### config.mk
export PLATFORM = sky130hd
export DESIGN_NAME = tpm_timer_pair
export DESIGN_NICKNAME = d
export VERILOG_FILES = /design/src/core/tpm_pkg.sv /design/src/core/tpm_tick_if.sv /design/src/core/tpm_pin_sync.sv /design/src/core/tpm_prescale.sv /design/src/core/tpm_timer_pair.sv
export VERILOG_INCLUDE_DIRS = /design/src /design/src/core
export SDC_FILE = /design/constraint.sdc
export NUM_CORES = 1
export LEC_CHECK = 0
export BUFFER_PORTS_ARGS = -buffer_cell sky130_fd_sc_hd__buf_2
export CAP_MARGIN = 15
export CORE_AREA = 2 2 94 96
export DETAILED_ROUTE_END_ITERATION = 6
export DIE_AREA = 0 0 96 98
export PLACE_DENSITY = 0.78
export SYNTH_ARGS = -nofsm -noshare
export SYNTH_HDL_FRONTEND = slang
export SYNTH_SLANG_ARGS = --single-unit
### constraint.sdc
create_clock -name clk -period 2.9 [get_ports clk]
set_clock_uncertainty 0.05 [all_clocks]
set_input_delay 0 -clock clk [delete_from_list [all_inputs] [get_ports clk]]
set_output_delay 0 -clock clk [all_outputs]
set_load 0.005 [all_outputs]
### src/core/tpm_cfg.svh
`ifndef TPM_CFG_SVH
`define TPM_CFG_SVH

// Register addresses in the core's special-function space
`define TPM_ADDR_CTRL 8'h88
`define TPM_ADDR_MODE 8'h89

// Reset values
`define TPM_CTRL_RST 8'h00
`define TPM_MODE_RST 8'h00
`define TPM_CNT_RST 16'h0000
`define TPM_RDATA_RST 8'h00
`define TPM_PIN_IDLE 1'b1

// Control register fields
`define TPM_B_OVF 7
`define TPM_B_RUN 6
`define TPM_A_OVF 5
`define TPM_A_RUN 4
`define TPM_B_IRQ 3
`define TPM_B_TYPE 2
`define TPM_A_IRQ 1
`define TPM_A_TYPE 0

// Mode register fields
`define TPM_B_QUAL 7
`define TPM_B_SRC 6
`define TPM_B_MODE_HI 5
`define TPM_B_MODE_LO 4
`define TPM_A_QUAL 3
`define TPM_A_SRC 2
`define TPM_A_MODE_HI 1
`define TPM_A_MODE_LO 0

// Core clock dividers for the timer rates
`define TPM_DIV_FAST 4
`define TPM_DIV_SLOW 12

// Count byte write selects
`define TPM_SEL_A_LOW 2'h0
`define TPM_SEL_A_HIGH 2'h1
`define TPM_SEL_B_LOW 2'h2
`define TPM_SEL_B_HIGH 2'h3

`endif

### src/core/tpm_pkg.sv
package tpm_pkg;

   // Counting modes, in mode field order
   typedef enum logic [1:0] {TPM_MODE_13, TPM_MODE_16, TPM_MODE_RELOAD, TPM_MODE_SPLIT} tpm_mode_t;

   typedef struct packed {
      logic s1;
      logic s2;
      logic s3;
   } tpm_sync_t;

   typedef struct packed {
      logic [1:0] cnt_fast;
      logic [3:0] cnt_slow;
      logic tick_fast;
      logic tick_slow;
   } tpm_div_t;

   typedef struct packed {
      logic ovf;
      logic [15:0] cnt;
   } tpm_step_t;

   typedef struct packed {
      logic [7:0] ctrl;
      logic [7:0] mode;
      logic [15:0] cnt_a;
      logic [15:0] cnt_b;
      logic pulse_a;
      logic pulse_b;
      logic [7:0] rdata;
   } tpm_core_t;

endpackage : tpm_pkg

### src/core/tpm_tick_if.sv
`timescale 1ns/1ps
// Divided core clock ticks, one clock wide each
interface tpm_tick_if;
   logic tick_fast;
   logic tick_slow;
   modport src (output tick_fast, output tick_slow);
   modport dst (input tick_fast, input tick_slow);
endinterface : tpm_tick_if

### src/core/tpm_pin_sync.sv
`timescale 1ns/1ps
`include "tpm_cfg.svh"
module tpm_pin_sync
(
   input wire logic clk,
   input wire logic rst_n,
   input wire logic pin,
   output logic level,
   output logic fall
);
   tpm_pkg::tpm_sync_t st_reg;
   tpm_pkg::tpm_sync_t st_next;

   // Two stages against metastability, third stage for the previous sample
   always_comb
   begin
      st_next.s1 = pin;
      st_next.s2 = st_reg.s1;
      st_next.s3 = st_reg.s2;
   end

   // Idle high so release from reset gives no false edge
   always_ff @(posedge clk or negedge rst_n)
   begin
      if (!rst_n)
         st_reg <= '{s1: `TPM_PIN_IDLE, s2: `TPM_PIN_IDLE, s3: `TPM_PIN_IDLE};
      else
         st_reg <= st_next;
   end

   assign level = st_reg.s2;
   assign fall = st_reg.s3 & ~st_reg.s2;
endmodule : tpm_pin_sync

### src/core/tpm_prescale.sv
`timescale 1ns/1ps
`include "tpm_cfg.svh"
module tpm_prescale
(
   input wire logic clk,
   input wire logic rst_n,
   tpm_tick_if.src ticks
);
   localparam logic [1:0] FAST_LAST = 2'(`TPM_DIV_FAST - 1);
   localparam logic [3:0] SLOW_LAST = 4'(`TPM_DIV_SLOW - 1);

   tpm_pkg::tpm_div_t st_reg;
   tpm_pkg::tpm_div_t st_next;

   // Free-running dividers; ticks are one clock wide
   always_comb
   begin
      st_next = st_reg;
      st_next.tick_fast = (st_reg.cnt_fast == FAST_LAST);
      st_next.tick_slow = (st_reg.cnt_slow == SLOW_LAST);
      st_next.cnt_fast = st_next.tick_fast ? 2'h0 : st_reg.cnt_fast + 2'h1;
      st_next.cnt_slow = st_next.tick_slow ? 4'h0 : st_reg.cnt_slow + 4'h1;
   end

   always_ff @(posedge clk or negedge rst_n)
   begin
      if (!rst_n)
         st_reg <= '{cnt_fast: 2'h0, cnt_slow: 4'h0, tick_fast: 1'b0, tick_slow: 1'b0};
      else
         st_reg <= st_next;
   end

   assign ticks.tick_fast = st_reg.tick_fast;
   assign ticks.tick_slow = st_reg.tick_slow;
endmodule : tpm_prescale

### src/core/tpm_timer_pair.sv
`timescale 1ns/1ps
// Function
// - Timer B with qualify set counts only when run is set and pin B high.
// - Timer A, split high byte aside, with qualify set counts only when run is set and pin A high.
// - Timer B counts core clock over 4 or 12, or its count pin.
// - Timer A counts core clock over 4 or 12, or its count pin.
// - Timer B modes: 13-bit, 16-bit, 8-bit reload, or stopped holding value.
// - Timer A modes: 13-bit, 16-bit, 8-bit reload, or two 8-bit counters.
// - Timer B overflow sets its flag unless timer A is split; vectoring to the routine clears it.
// - Timer B counts only while software keeps its run bit set.
// - Timer A overflow sets its flag; vectoring to the routine clears it.
// - Timer A, split high byte aside, counts only while software keeps its run bit set.
// - Edge mode: pin B falling edge sets request B; vectoring or software clears.
// - Level mode: request B follows inverse of pin B; software writes ignored.
// - Type bit B: 1 selects falling edge, 0 selects low level.
// - Edge mode: pin A falling edge sets request A; vectoring or software clears.
// - Level mode: request A follows inverse of pin A; software writes ignored.
// - Type bit A: 1 selects falling edge, 0 selects low level.
// - 13-bit mode wraps from all ones, sets flag, pulses overflow one clock.
// - 16-bit mode wraps from all ones, same flag and pulse behaviour.
// - Reload mode: low byte counts, reloads from high byte after all ones.
// - Timer A split: high byte counts divided clock using timer B run and flag.
`include "tpm_cfg.svh"
module tpm_timer_pair
(
   input wire logic clk,
   input wire logic rst_n,
   input wire logic [7:0] sfr_addr,
   input wire logic sfr_wr,
   input wire logic [7:0] sfr_wdata,
   input wire logic sfr_rd,
   output logic [7:0] sfr_rdata,
   input wire logic timer_a_rate_select,
   input wire logic timer_b_rate_select,
   input wire logic cnt_wr,
   input wire logic [1:0] cnt_sel,
   input wire logic [7:0] cnt_wdata,
   input wire logic vec_ack_timer_a,
   input wire logic vec_ack_timer_b,
   input wire logic vec_ack_irq_a,
   input wire logic vec_ack_irq_b,
   input wire logic irq_pin_a_n,
   input wire logic irq_pin_b_n,
   input wire logic count_pin_a,
   input wire logic count_pin_b,
   output logic overflow_pulse_a,
   output logic overflow_pulse_b,
   output logic [15:0] timer_a_count,
   output logic [15:0] timer_b_count,
   output logic [7:0] timer_control_value
);
   localparam tpm_pkg::tpm_core_t CORE_RST = '{
      ctrl: `TPM_CTRL_RST, mode: `TPM_MODE_RST, cnt_a: `TPM_CNT_RST, cnt_b: `TPM_CNT_RST,
      pulse_a: 1'b0, pulse_b: 1'b0, rdata: `TPM_RDATA_RST};

   tpm_pkg::tpm_core_t st_reg;
   tpm_pkg::tpm_core_t st_next;

   logic irq_a_lvl;
   logic irq_a_fall;
   logic irq_b_lvl;
   logic irq_b_fall;
   logic cnt_a_lvl;
   logic cnt_a_fall;
   logic cnt_b_lvl;
   logic cnt_b_fall;

   tpm_tick_if tick_bus ();

   tpm_prescale u_prescale
   (
      .clk(clk),
      .rst_n(rst_n),
      .ticks(tick_bus)
   );

   // All four pins pass the same synchroniser before any use
   tpm_pin_sync u_sync_irq_a
   (
      .clk(clk),
      .rst_n(rst_n),
      .pin(irq_pin_a_n),
      .level(irq_a_lvl),
      .fall(irq_a_fall)
   );

   tpm_pin_sync u_sync_irq_b
   (
      .clk(clk),
      .rst_n(rst_n),
      .pin(irq_pin_b_n),
      .level(irq_b_lvl),
      .fall(irq_b_fall)
   );

   tpm_pin_sync u_sync_cnt_a
   (
      .clk(clk),
      .rst_n(rst_n),
      .pin(count_pin_a),
      .level(cnt_a_lvl),
      .fall(cnt_a_fall)
   );

   tpm_pin_sync u_sync_cnt_b
   (
      .clk(clk),
      .rst_n(rst_n),
      .pin(count_pin_b),
      .level(cnt_b_lvl),
      .fall(cnt_b_fall)
   );

   // One count step in a given mode; split mode only moves the low byte
   function automatic tpm_pkg::tpm_step_t step_cnt
   (
      input tpm_pkg::tpm_mode_t m,
      input logic [15:0] c
   );
      tpm_pkg::tpm_step_t r;
      logic [12:0] v13;
      r.ovf = 1'b0;
      r.cnt = c;
      v13 = {c[15:8], c[4:0]} + 13'h1;
      case (m)
         tpm_pkg::TPM_MODE_13:
         begin
            r.ovf = (c[15:8] == 8'hff) && (c[4:0] == 5'h1f);
            r.cnt = {v13[12:5], c[7:5], v13[4:0]};
         end
         tpm_pkg::TPM_MODE_16:
         begin
            r.ovf = (c == 16'hffff);
            r.cnt = c + 16'h1;
         end
         tpm_pkg::TPM_MODE_RELOAD:
         begin
            r.ovf = (c[7:0] == 8'hff);
            r.cnt[7:0] = r.ovf ? c[15:8] : c[7:0] + 8'h1;
         end
         default:
         begin
            r.ovf = (c[7:0] == 8'hff);
            r.cnt[7:0] = c[7:0] + 8'h1;
         end
      endcase
      return r;
   endfunction : step_cnt

   tpm_pkg::tpm_mode_t mode_a;
   tpm_pkg::tpm_mode_t mode_b;
   logic split_a;
   logic tick_a;
   logic tick_b;
   logic tick_ah;
   logic en_a;
   logic en_b;
   logic en_ah;
   logic ovf_a;
   logic ovf_b;
   logic ovf_ah;
   tpm_pkg::tpm_step_t step_a;
   tpm_pkg::tpm_step_t step_b;

   // Count sources, gating and mode decode
   always_comb
   begin
      mode_a = tpm_pkg::tpm_mode_t'(st_reg.mode[`TPM_A_MODE_HI:`TPM_A_MODE_LO]);
      mode_b = tpm_pkg::tpm_mode_t'(st_reg.mode[`TPM_B_MODE_HI:`TPM_B_MODE_LO]);
      split_a = (mode_a == tpm_pkg::TPM_MODE_SPLIT);
      tick_a = st_reg.mode[`TPM_A_SRC] ? cnt_a_fall
         : (timer_a_rate_select ? tick_bus.tick_fast : tick_bus.tick_slow);
      tick_b = st_reg.mode[`TPM_B_SRC] ? cnt_b_fall
         : (timer_b_rate_select ? tick_bus.tick_fast : tick_bus.tick_slow);
      // High byte of a split timer A never sees the count pin
      tick_ah = timer_a_rate_select ? tick_bus.tick_fast : tick_bus.tick_slow;
      en_a = st_reg.ctrl[`TPM_A_RUN]
         && (!st_reg.mode[`TPM_A_QUAL] || irq_a_lvl) && tick_a;
      en_b = st_reg.ctrl[`TPM_B_RUN]
         && (!st_reg.mode[`TPM_B_QUAL] || irq_b_lvl) && tick_b
         && (mode_b != tpm_pkg::TPM_MODE_SPLIT);
      en_ah = split_a && st_reg.ctrl[`TPM_B_RUN] && tick_ah;
      step_a = step_cnt(mode_a, st_reg.cnt_a);
      step_b = step_cnt(mode_b, st_reg.cnt_b);
      ovf_a = en_a && step_a.ovf;
      ovf_b = en_b && step_b.ovf;
      ovf_ah = en_ah && (st_reg.cnt_a[15:8] == 8'hff);
   end

   // Next state: counters, then software writes, then hardware flag events
   always_comb
   begin
      st_next = st_reg;
      st_next.pulse_a = ovf_a;
      st_next.pulse_b = ovf_b || ovf_ah;
      if (en_a)
         st_next.cnt_a = step_a.cnt;
      if (en_ah)
         st_next.cnt_a[15:8] = st_reg.cnt_a[15:8] + 8'h1;
      if (en_b)
         st_next.cnt_b = step_b.cnt;
      // A byte write overrides a count step in the same clock
      if (cnt_wr)
      begin
         case (cnt_sel)
            `TPM_SEL_A_LOW: st_next.cnt_a[7:0] = cnt_wdata;
            `TPM_SEL_A_HIGH: st_next.cnt_a[15:8] = cnt_wdata;
            `TPM_SEL_B_LOW: st_next.cnt_b[7:0] = cnt_wdata;
            default: st_next.cnt_b[15:8] = cnt_wdata;
         endcase
      end
      if (sfr_wr && sfr_addr == `TPM_ADDR_MODE)
         st_next.mode = sfr_wdata;
      if (sfr_wr && sfr_addr == `TPM_ADDR_CTRL)
      begin
         st_next.ctrl[`TPM_B_OVF] = sfr_wdata[`TPM_B_OVF];
         st_next.ctrl[`TPM_B_RUN] = sfr_wdata[`TPM_B_RUN];
         st_next.ctrl[`TPM_A_OVF] = sfr_wdata[`TPM_A_OVF];
         st_next.ctrl[`TPM_A_RUN] = sfr_wdata[`TPM_A_RUN];
         st_next.ctrl[`TPM_B_TYPE] = sfr_wdata[`TPM_B_TYPE];
         st_next.ctrl[`TPM_A_TYPE] = sfr_wdata[`TPM_A_TYPE];
         st_next.ctrl[`TPM_B_IRQ] = sfr_wdata[`TPM_B_IRQ];
         st_next.ctrl[`TPM_A_IRQ] = sfr_wdata[`TPM_A_IRQ];
      end
      // Vector clears first so that a same-clock overflow still lands
      if (vec_ack_timer_a)
         st_next.ctrl[`TPM_A_OVF] = 1'b0;
      if (vec_ack_timer_b)
         st_next.ctrl[`TPM_B_OVF] = 1'b0;
      if (ovf_a)
         st_next.ctrl[`TPM_A_OVF] = 1'b1;
      // In split mode the high byte of A owns timer B's flag
      if (split_a ? ovf_ah : ovf_b)
         st_next.ctrl[`TPM_B_OVF] = 1'b1;
      if (st_reg.ctrl[`TPM_A_TYPE])
      begin
         if (vec_ack_irq_a)
            st_next.ctrl[`TPM_A_IRQ] = 1'b0;
         if (irq_a_fall)
            st_next.ctrl[`TPM_A_IRQ] = 1'b1;
      end
      else
         st_next.ctrl[`TPM_A_IRQ] = !irq_a_lvl;
      if (st_reg.ctrl[`TPM_B_TYPE])
      begin
         if (vec_ack_irq_b)
            st_next.ctrl[`TPM_B_IRQ] = 1'b0;
         if (irq_b_fall)
            st_next.ctrl[`TPM_B_IRQ] = 1'b1;
      end
      else
         st_next.ctrl[`TPM_B_IRQ] = !irq_b_lvl;
      // Read data registered; unmapped addresses read zero
      if (sfr_rd)
      begin
         case (sfr_addr)
            `TPM_ADDR_CTRL: st_next.rdata = st_reg.ctrl;
            `TPM_ADDR_MODE: st_next.rdata = st_reg.mode;
            default: st_next.rdata = 8'h00;
         endcase
      end
   end

   always_ff @(posedge clk or negedge rst_n)
   begin
      if (!rst_n)
         st_reg <= CORE_RST;
      else
         st_reg <= st_next;
   end

   // Every output straight from the state register
   assign sfr_rdata = st_reg.rdata;
   assign overflow_pulse_a = st_reg.pulse_a;
   assign overflow_pulse_b = st_reg.pulse_b;
   assign timer_a_count = st_reg.cnt_a;
   assign timer_b_count = st_reg.cnt_b;
   assign timer_control_value = st_reg.ctrl;
endmodule : tpm_timer_pair

=== Yosys cells after proc, flatten, opt, wreduce, memory -nomap -nowiden ===
Index checks and enable logic that the tools add are counted.

* Output and inout bits: 50
* Input bits: 41
* Flip-flop bits (word level): 78

* Bitwise operators: 8
* Muxes and demuxes: 35
* Add/subtract/negate cells: 9
* Equality and inequality tests: 22
* Reduce and logical (&&, ||, !) cells: 27

{| class="wikitable"
|+ Operators by type and width
! kind !! count
|-
| $mux 8 || 8
|-
| $eq 8x8->1 const B || 6
|-
| $pmux 8 s2 || 3
|-
| $pmux 8 s3 || 2
|-
| $add 16x1->16 const B || 2
|-
| $eq 16x16->1 const B || 2
|-
| $mux 16 || 2
|-
| $mux 32 || 1
|-
| $add 13x1->13 const B || 2
|-
| $add 8x1->8 const B || 3
|-
| $mux 1 || 15
|-
| $logic_and 1x1->1 || 14
|-
| $eq 2x2->1 const B || 5
|-
| $eq 5x5->1 const B || 2
|-
| $ne 4x2->1 const B || 2
|-
| $eq 2x1->1 const B || 3
|-
| $logic_not 2->1 || 3
|-
| $reduce_bool 3->1 || 2
|-
| $add 4x1->4 const B || 1
|-
| $and 1x1->1 || 4
|-
| $eq 4x4->1 const B || 1
|-
| $logic_not 1->1 || 4
|-
| $mux 4 || 1
|-
| $not 1->1 || 4
|-
| 6 further kinds || 9
|}

=== Depth between registers and ports, before layout ===
* Depth in word-level cells: 8
* Depth in mapped cells: 9
* Depth with buffers taken out: 7

=== Modules after synthesis ===
From an unflattened synthesis, not the netlist that was laid out.

* Cell total of the unflattened synthesis: 481
* Area total of the unflattened synthesis: 4608.2 sq um

{| class="wikitable"
|+ Modules (own cells, without submodules)
! module !! seq. area each (sq um) !! times used !! area an instance (sq um) !! cells each
|-
| tpm_timer_pair || 1451.4 || 1 || 3941.3 || 445
|-
| tpm_pin_sync || 78.8 || 4 || 92.6 || 4
|-
| tpm_prescale || 200.2 || 1 || 296.5 || 20
|}

=== Worst setup path after synthesis ===
OpenSTA, ideal clock, no wires.

* Path kind: flip-flop to flip-flop
* Start: reg st_reg, in the netlist timer_a_count[0]
* End: reg st_reg, in the netlist timer_a_count[15]
* Library setup time: 0.124 ns
* Required time: 2.726 ns
* Buffers on the path: 1
* Setup slack: 0.762 ns
* Cell stages (with the launch flop): 9
* Arrival time: 1.964 ns
* Period minus slack after synthesis: 2.138 ns
* Cell sequence: dfrtp_1 -> ha_1 -> and4_1 -> buf_4 -> nand2_1 -> a2111oi_4 -> o21ai_2 -> o21a_1 -> o31a_1

{| class="wikitable"
|+ RTL lines
! what !! line !! text
|-
| from (decl) || tpm_timer_pair.sv:56 || <nowiki>tpm_pkg::tpm_core_t st_reg;</nowiki>
|-
| from (signal assigned) || tpm_timer_pair.sv:269 || <nowiki>st_reg <= st_next;</nowiki>
|}

=== Final worst setup path ===
* Start: reg u_sync_cnt_a.st_reg[0] (netlist name)
* End: reg st_reg, in the netlist timer_control_value[5]

* Word-level cells in the longest chain between the ends: 5
* Elaborated cells between the ends (all ways): 6
* Those cells by class: mux: 2; bitwise: 1; reduce/logical: 3

{| class="wikitable"
|+ Ends and longest elaborated chain
! what !! line !! text
|-
| from (decl) || tpm_pin_sync.sv:11 || <nowiki>tpm_pkg::tpm_sync_t st_reg;</nowiki>
|-
| from (signal assigned) || tpm_pin_sync.sv:26 || <nowiki>st_reg <= '{s1: `TPM_PIN_IDLE, s2: `TPM_PIN_IDLE, s3: `TPM_PIN_IDLE};</nowiki>
|-
| from (signal assigned) || tpm_pin_sync.sv:28 || <nowiki>st_reg <= st_next;</nowiki>
|-
| $and 1x1->1 * || tpm_pin_sync.sv:32 || <nowiki>assign fall = st_reg.s3 & ~st_reg.s2;</nowiki>
|-
| $mux 1 * || tpm_timer_pair.sv:171 || <nowiki>tick_a = st_reg.mode[`TPM_A_SRC] ? cnt_a_fall</nowiki>
|-
| $logic_and 1x1->1 * || tpm_timer_pair.sv:177 || <nowiki>en_a = st_reg.ctrl[`TPM_A_RUN]</nowiki>
|-
| $logic_and 1x1->1 * || tpm_timer_pair.sv:185 || <nowiki>ovf_a = en_a && step_a.ovf;</nowiki>
|-
| net ovf_a || tpm_timer_pair.sv:159 || <nowiki>logic ovf_a;</nowiki>
|-
| $reduce_bool 3->1 (no line) / $mux 1 (equally long branches) || -- ||
|}

The timed path passes the listed nets; every way through them passes the cells marked *.
A chain may end at the register's enable or synchronous reset.

==> out/metrics.yaml <==
whs_endpoint: "timer_a_count[15]$_DFF_PN0_"
core_area_um2: 8470
chipHeight_um: 98
slew_headroom_pct: 35.4
crit_path_max_fanout: 8
fmax_mhz: 371
met2_length_mm: 5.14
n_antenna_cell: 0
htree_num_levels: 3
drive_gt1_share_pct: 26.6
final-hold-violation-count: 0
grt_pass1_wl_mm: 17.5
cts_buffers: 9
syn_to_final_growth_pct: 15.8
grt_max_degree: 79
drv_slew: 0
min_path_cells: 4
grt_pass1_vias: 3572
place_worst_setup_slack_ns: 0.558
routabilityCongestion: 0.940
grt_use_total_pct: 23.7
cp_cell_sequence: "nor2b_2 > o221ai_2 > or2_2 > a2111oi_2 > o21bai_1 > dlygate4sd3_1"
hold_slack_ns: 0.0533
reg2reg_from: "u_sync_cnt_a.st_reg[0]$_DFF_PN1_"
cp-start-kind: "register"
timing.rr.end: "timer_control_value[5]$_DFFE_PN0P_"
dr_wl_met3_um: 586
avgRoutedWirePerCell_um: 16.2
die_area_um2: 9410
overflow: 0
io_buffers: 90
boundaryPins: 91
clk_pin_slew_worst_paths_ns: 0.09
fill_cells: 740
rrSetupSlack_ns: 0.21
crit_type: "reg -> reg"
antenna_found_initial: 0
slowest_stage: "dlygate4sd3_1"
cts_tree: "yes"
initial_core_util_pct: 53.1
drt_wl_total_mm: 10.9
drv_cap: 0
worst_setup_path_end_kind: "register"
cts_root_buf: "clkbuf_8"
cts.sinks: 78
ant_nets: 0
rsz0062_at_grt: "false"
cp.required_ns: 3.14
cp.arrival_ns: 2.93
synth_fp_nets: 534
netlist_area_um2: 4500
setup_viol: 0
synth-edff-count: 0
layout.nets: 605
yosys_most_used_dff: "dfrtp_1"
max-clock-path-buffers: 2
yosysWarnings: 0
fin_setup_tns_ns: 0
worst_slew_pin_slew_ns: 0.969
postCtsHoldBufs: 31
syn-mean-instance-area_um2: 9.23
postLayoutCellArea_um2: 5210
netlist_instances: 487
rows: 34
met1_length_mm: 5.01
post_cts_buffers: 0
power.density_nw_per_um2: 509
dpl_cell_area_um2: 4690
rr_worst_depth: 6
p_total_w: 0.00265
synth_top_area_share_pct: 36.7
p_leak_nw: 2.27
vias: 3841
critPathMaxStageDelay_ns: 0.59
yosysSeqAreaShare_pct: 43.8
netlist_top_cells_area: "dfrtp_1 (37%), buf_4 (8.2%), dfstp_2 (7.0%)"
period_needed_ns: 2.69
peakVddDrop_uv: 300
topRoutingLayerUsed: "met4"
path_delay_family: "compound AO/OA/AOI/OAI gates"
die_x_um: 96
drtIter0Drc: 259
worstHoldStart: "cnt_wr"
synth_area_leader_cell: "dfrtp_1"
firstDrtPassIters: 4
synth.most_common_cell: "dfrtp_1"
outcome: "finished, final reports clean"
insertion_delay_ns: 0.35
setup_slack_ns: 0.206
ctsResizeCount: 0
synth_commonest_cells: "dfrtp_1 (66), nand2_1 (54), buf_4 (49)"
synthArstFlopShare_pct: 100
dpl.hpwl_mm: 7.79
post-route-period-util_pct: 92.9
drc_errors: 0
cp.buffers_inverters: 1
avgViaCountPerCell: 5.72
ys_types: 59
hold_path_class: "in -> reg"
synth_seq_cells: 78
==> area by class of cell <==
cell class,count,area (µm²),area share (%)
multi-input combinational,330,2050,39.3
sequential,78,1970,37.8
timing repair buffer,126,801,15.4
tap,108,135,2.59
clock buffer,9,124,2.38
clock inverter,7,85.1,1.63
inverter,13,48.8,0.937
==> worst min-delay path: cells and delay by family <==
kind	cells	cell delay (ns)
buf+inv	1	0.11
compound gates	1	0.12
simple gates	2	0.20
==> logic make-up after synthesis <==
family,count (synthesis),share of synthesized area [%]
adder cells (fa/ha/maj),6,1.67
flip-flops,78,43.8
AND/OR/NAND/NOR,164,17.6
XOR/XNOR,17,3.31
buffers and inverters,79,10.7
AO/OA/AOI/OAI,119,17.3
multiplexers,24,5.73
==> how the worst max path moves through the flow <==
stage / start / to / slack, ns / cells after the start
after floorplan: timer_a_count[0]$_DFF_PN0_ / timer_a_count[15]$_DFF_PN0_ / 0.76 / 8
after global placement: timer_a_count[0]$_DFF_PN0_ / timer_a_count[15]$_DFF_PN0_ / 0.63 / 7
after detailed placement: timer_a_count[0]$_DFF_PN0_ / timer_a_count[15]$_DFF_PN0_ / 0.56 / 7
after CTS: u_sync_cnt_a.st_reg[0]$_DFF_PN1_ / timer_control_value[5]$_DFFE_PN0P_ / 0.31 / 6
after global routing: u_sync_cnt_a.st_reg[0]$_DFF_PN1_ / timer_control_value[5]$_DFFE_PN0P_ / 0.06 / 6
final: u_sync_cnt_a.st_reg[0]$_DFF_PN1_ / timer_control_value[5]$_DFFE_PN0P_ / 0.21 / 6
==> where the power goes <==
group | internal (W) | total [W] | switching (W)
logic | 0.000219 | 0.000434 | 0.000215
registers | 0.00119 | 0.00136 | 0.000162
clock network | 0.000417 | 0.000859 | 0.000442
==> routing by layer <==
metal / vias up / GRT usage (%)
met3: 10 / 3.32
met2: 137 / 37.2
met5: - / 0
met1: 1849 / 33.9
met4: 0 / 7.47
li1: 1845 / -
==> stage by stage <==
| step | utilization [%] | cells |
|---|---|---|
| after floorplan | - | 487 |
| after global placement | 55.4 | 624 |
| after detailed placement | 55.4 | 624 |
| after CTS | 61.5 | 671 |
| after global routing | 61.5 | 671 |
| final | 61.5 | 671 |
==> placed cells by master (no fill, tap or decap), types with 6 or more instances in the layout <==
cell | synthesis | routed
buf_2 | 1 | 89
dfrtp_1 | 66 | 66
nand2_1 | 54 | 54
o21ai_0 | 44 | 44
nor2_1 | 35 | 35
dlygate4sd3_1 | 0 | 31
a21oi_1 | 25 | 25
nand3_1 | 17 | 17
mux2_2 | 14 | 14
xor2_1 | 13 | 13
inv_1 | 12 | 12
dfstp_2 | 12 | 12
nand4_1 | 11 | 11
nor3_1 | 11 | 11
mux2i_1 | 10 | 10
a22oi_1 | 9 | 9
clkbuf_8 | 0 | 9
and3_1 | 8 | 8
ha_1 | 6 | 6
buf_4 | 49 | 6
Power figures use the tool's default switching activity.
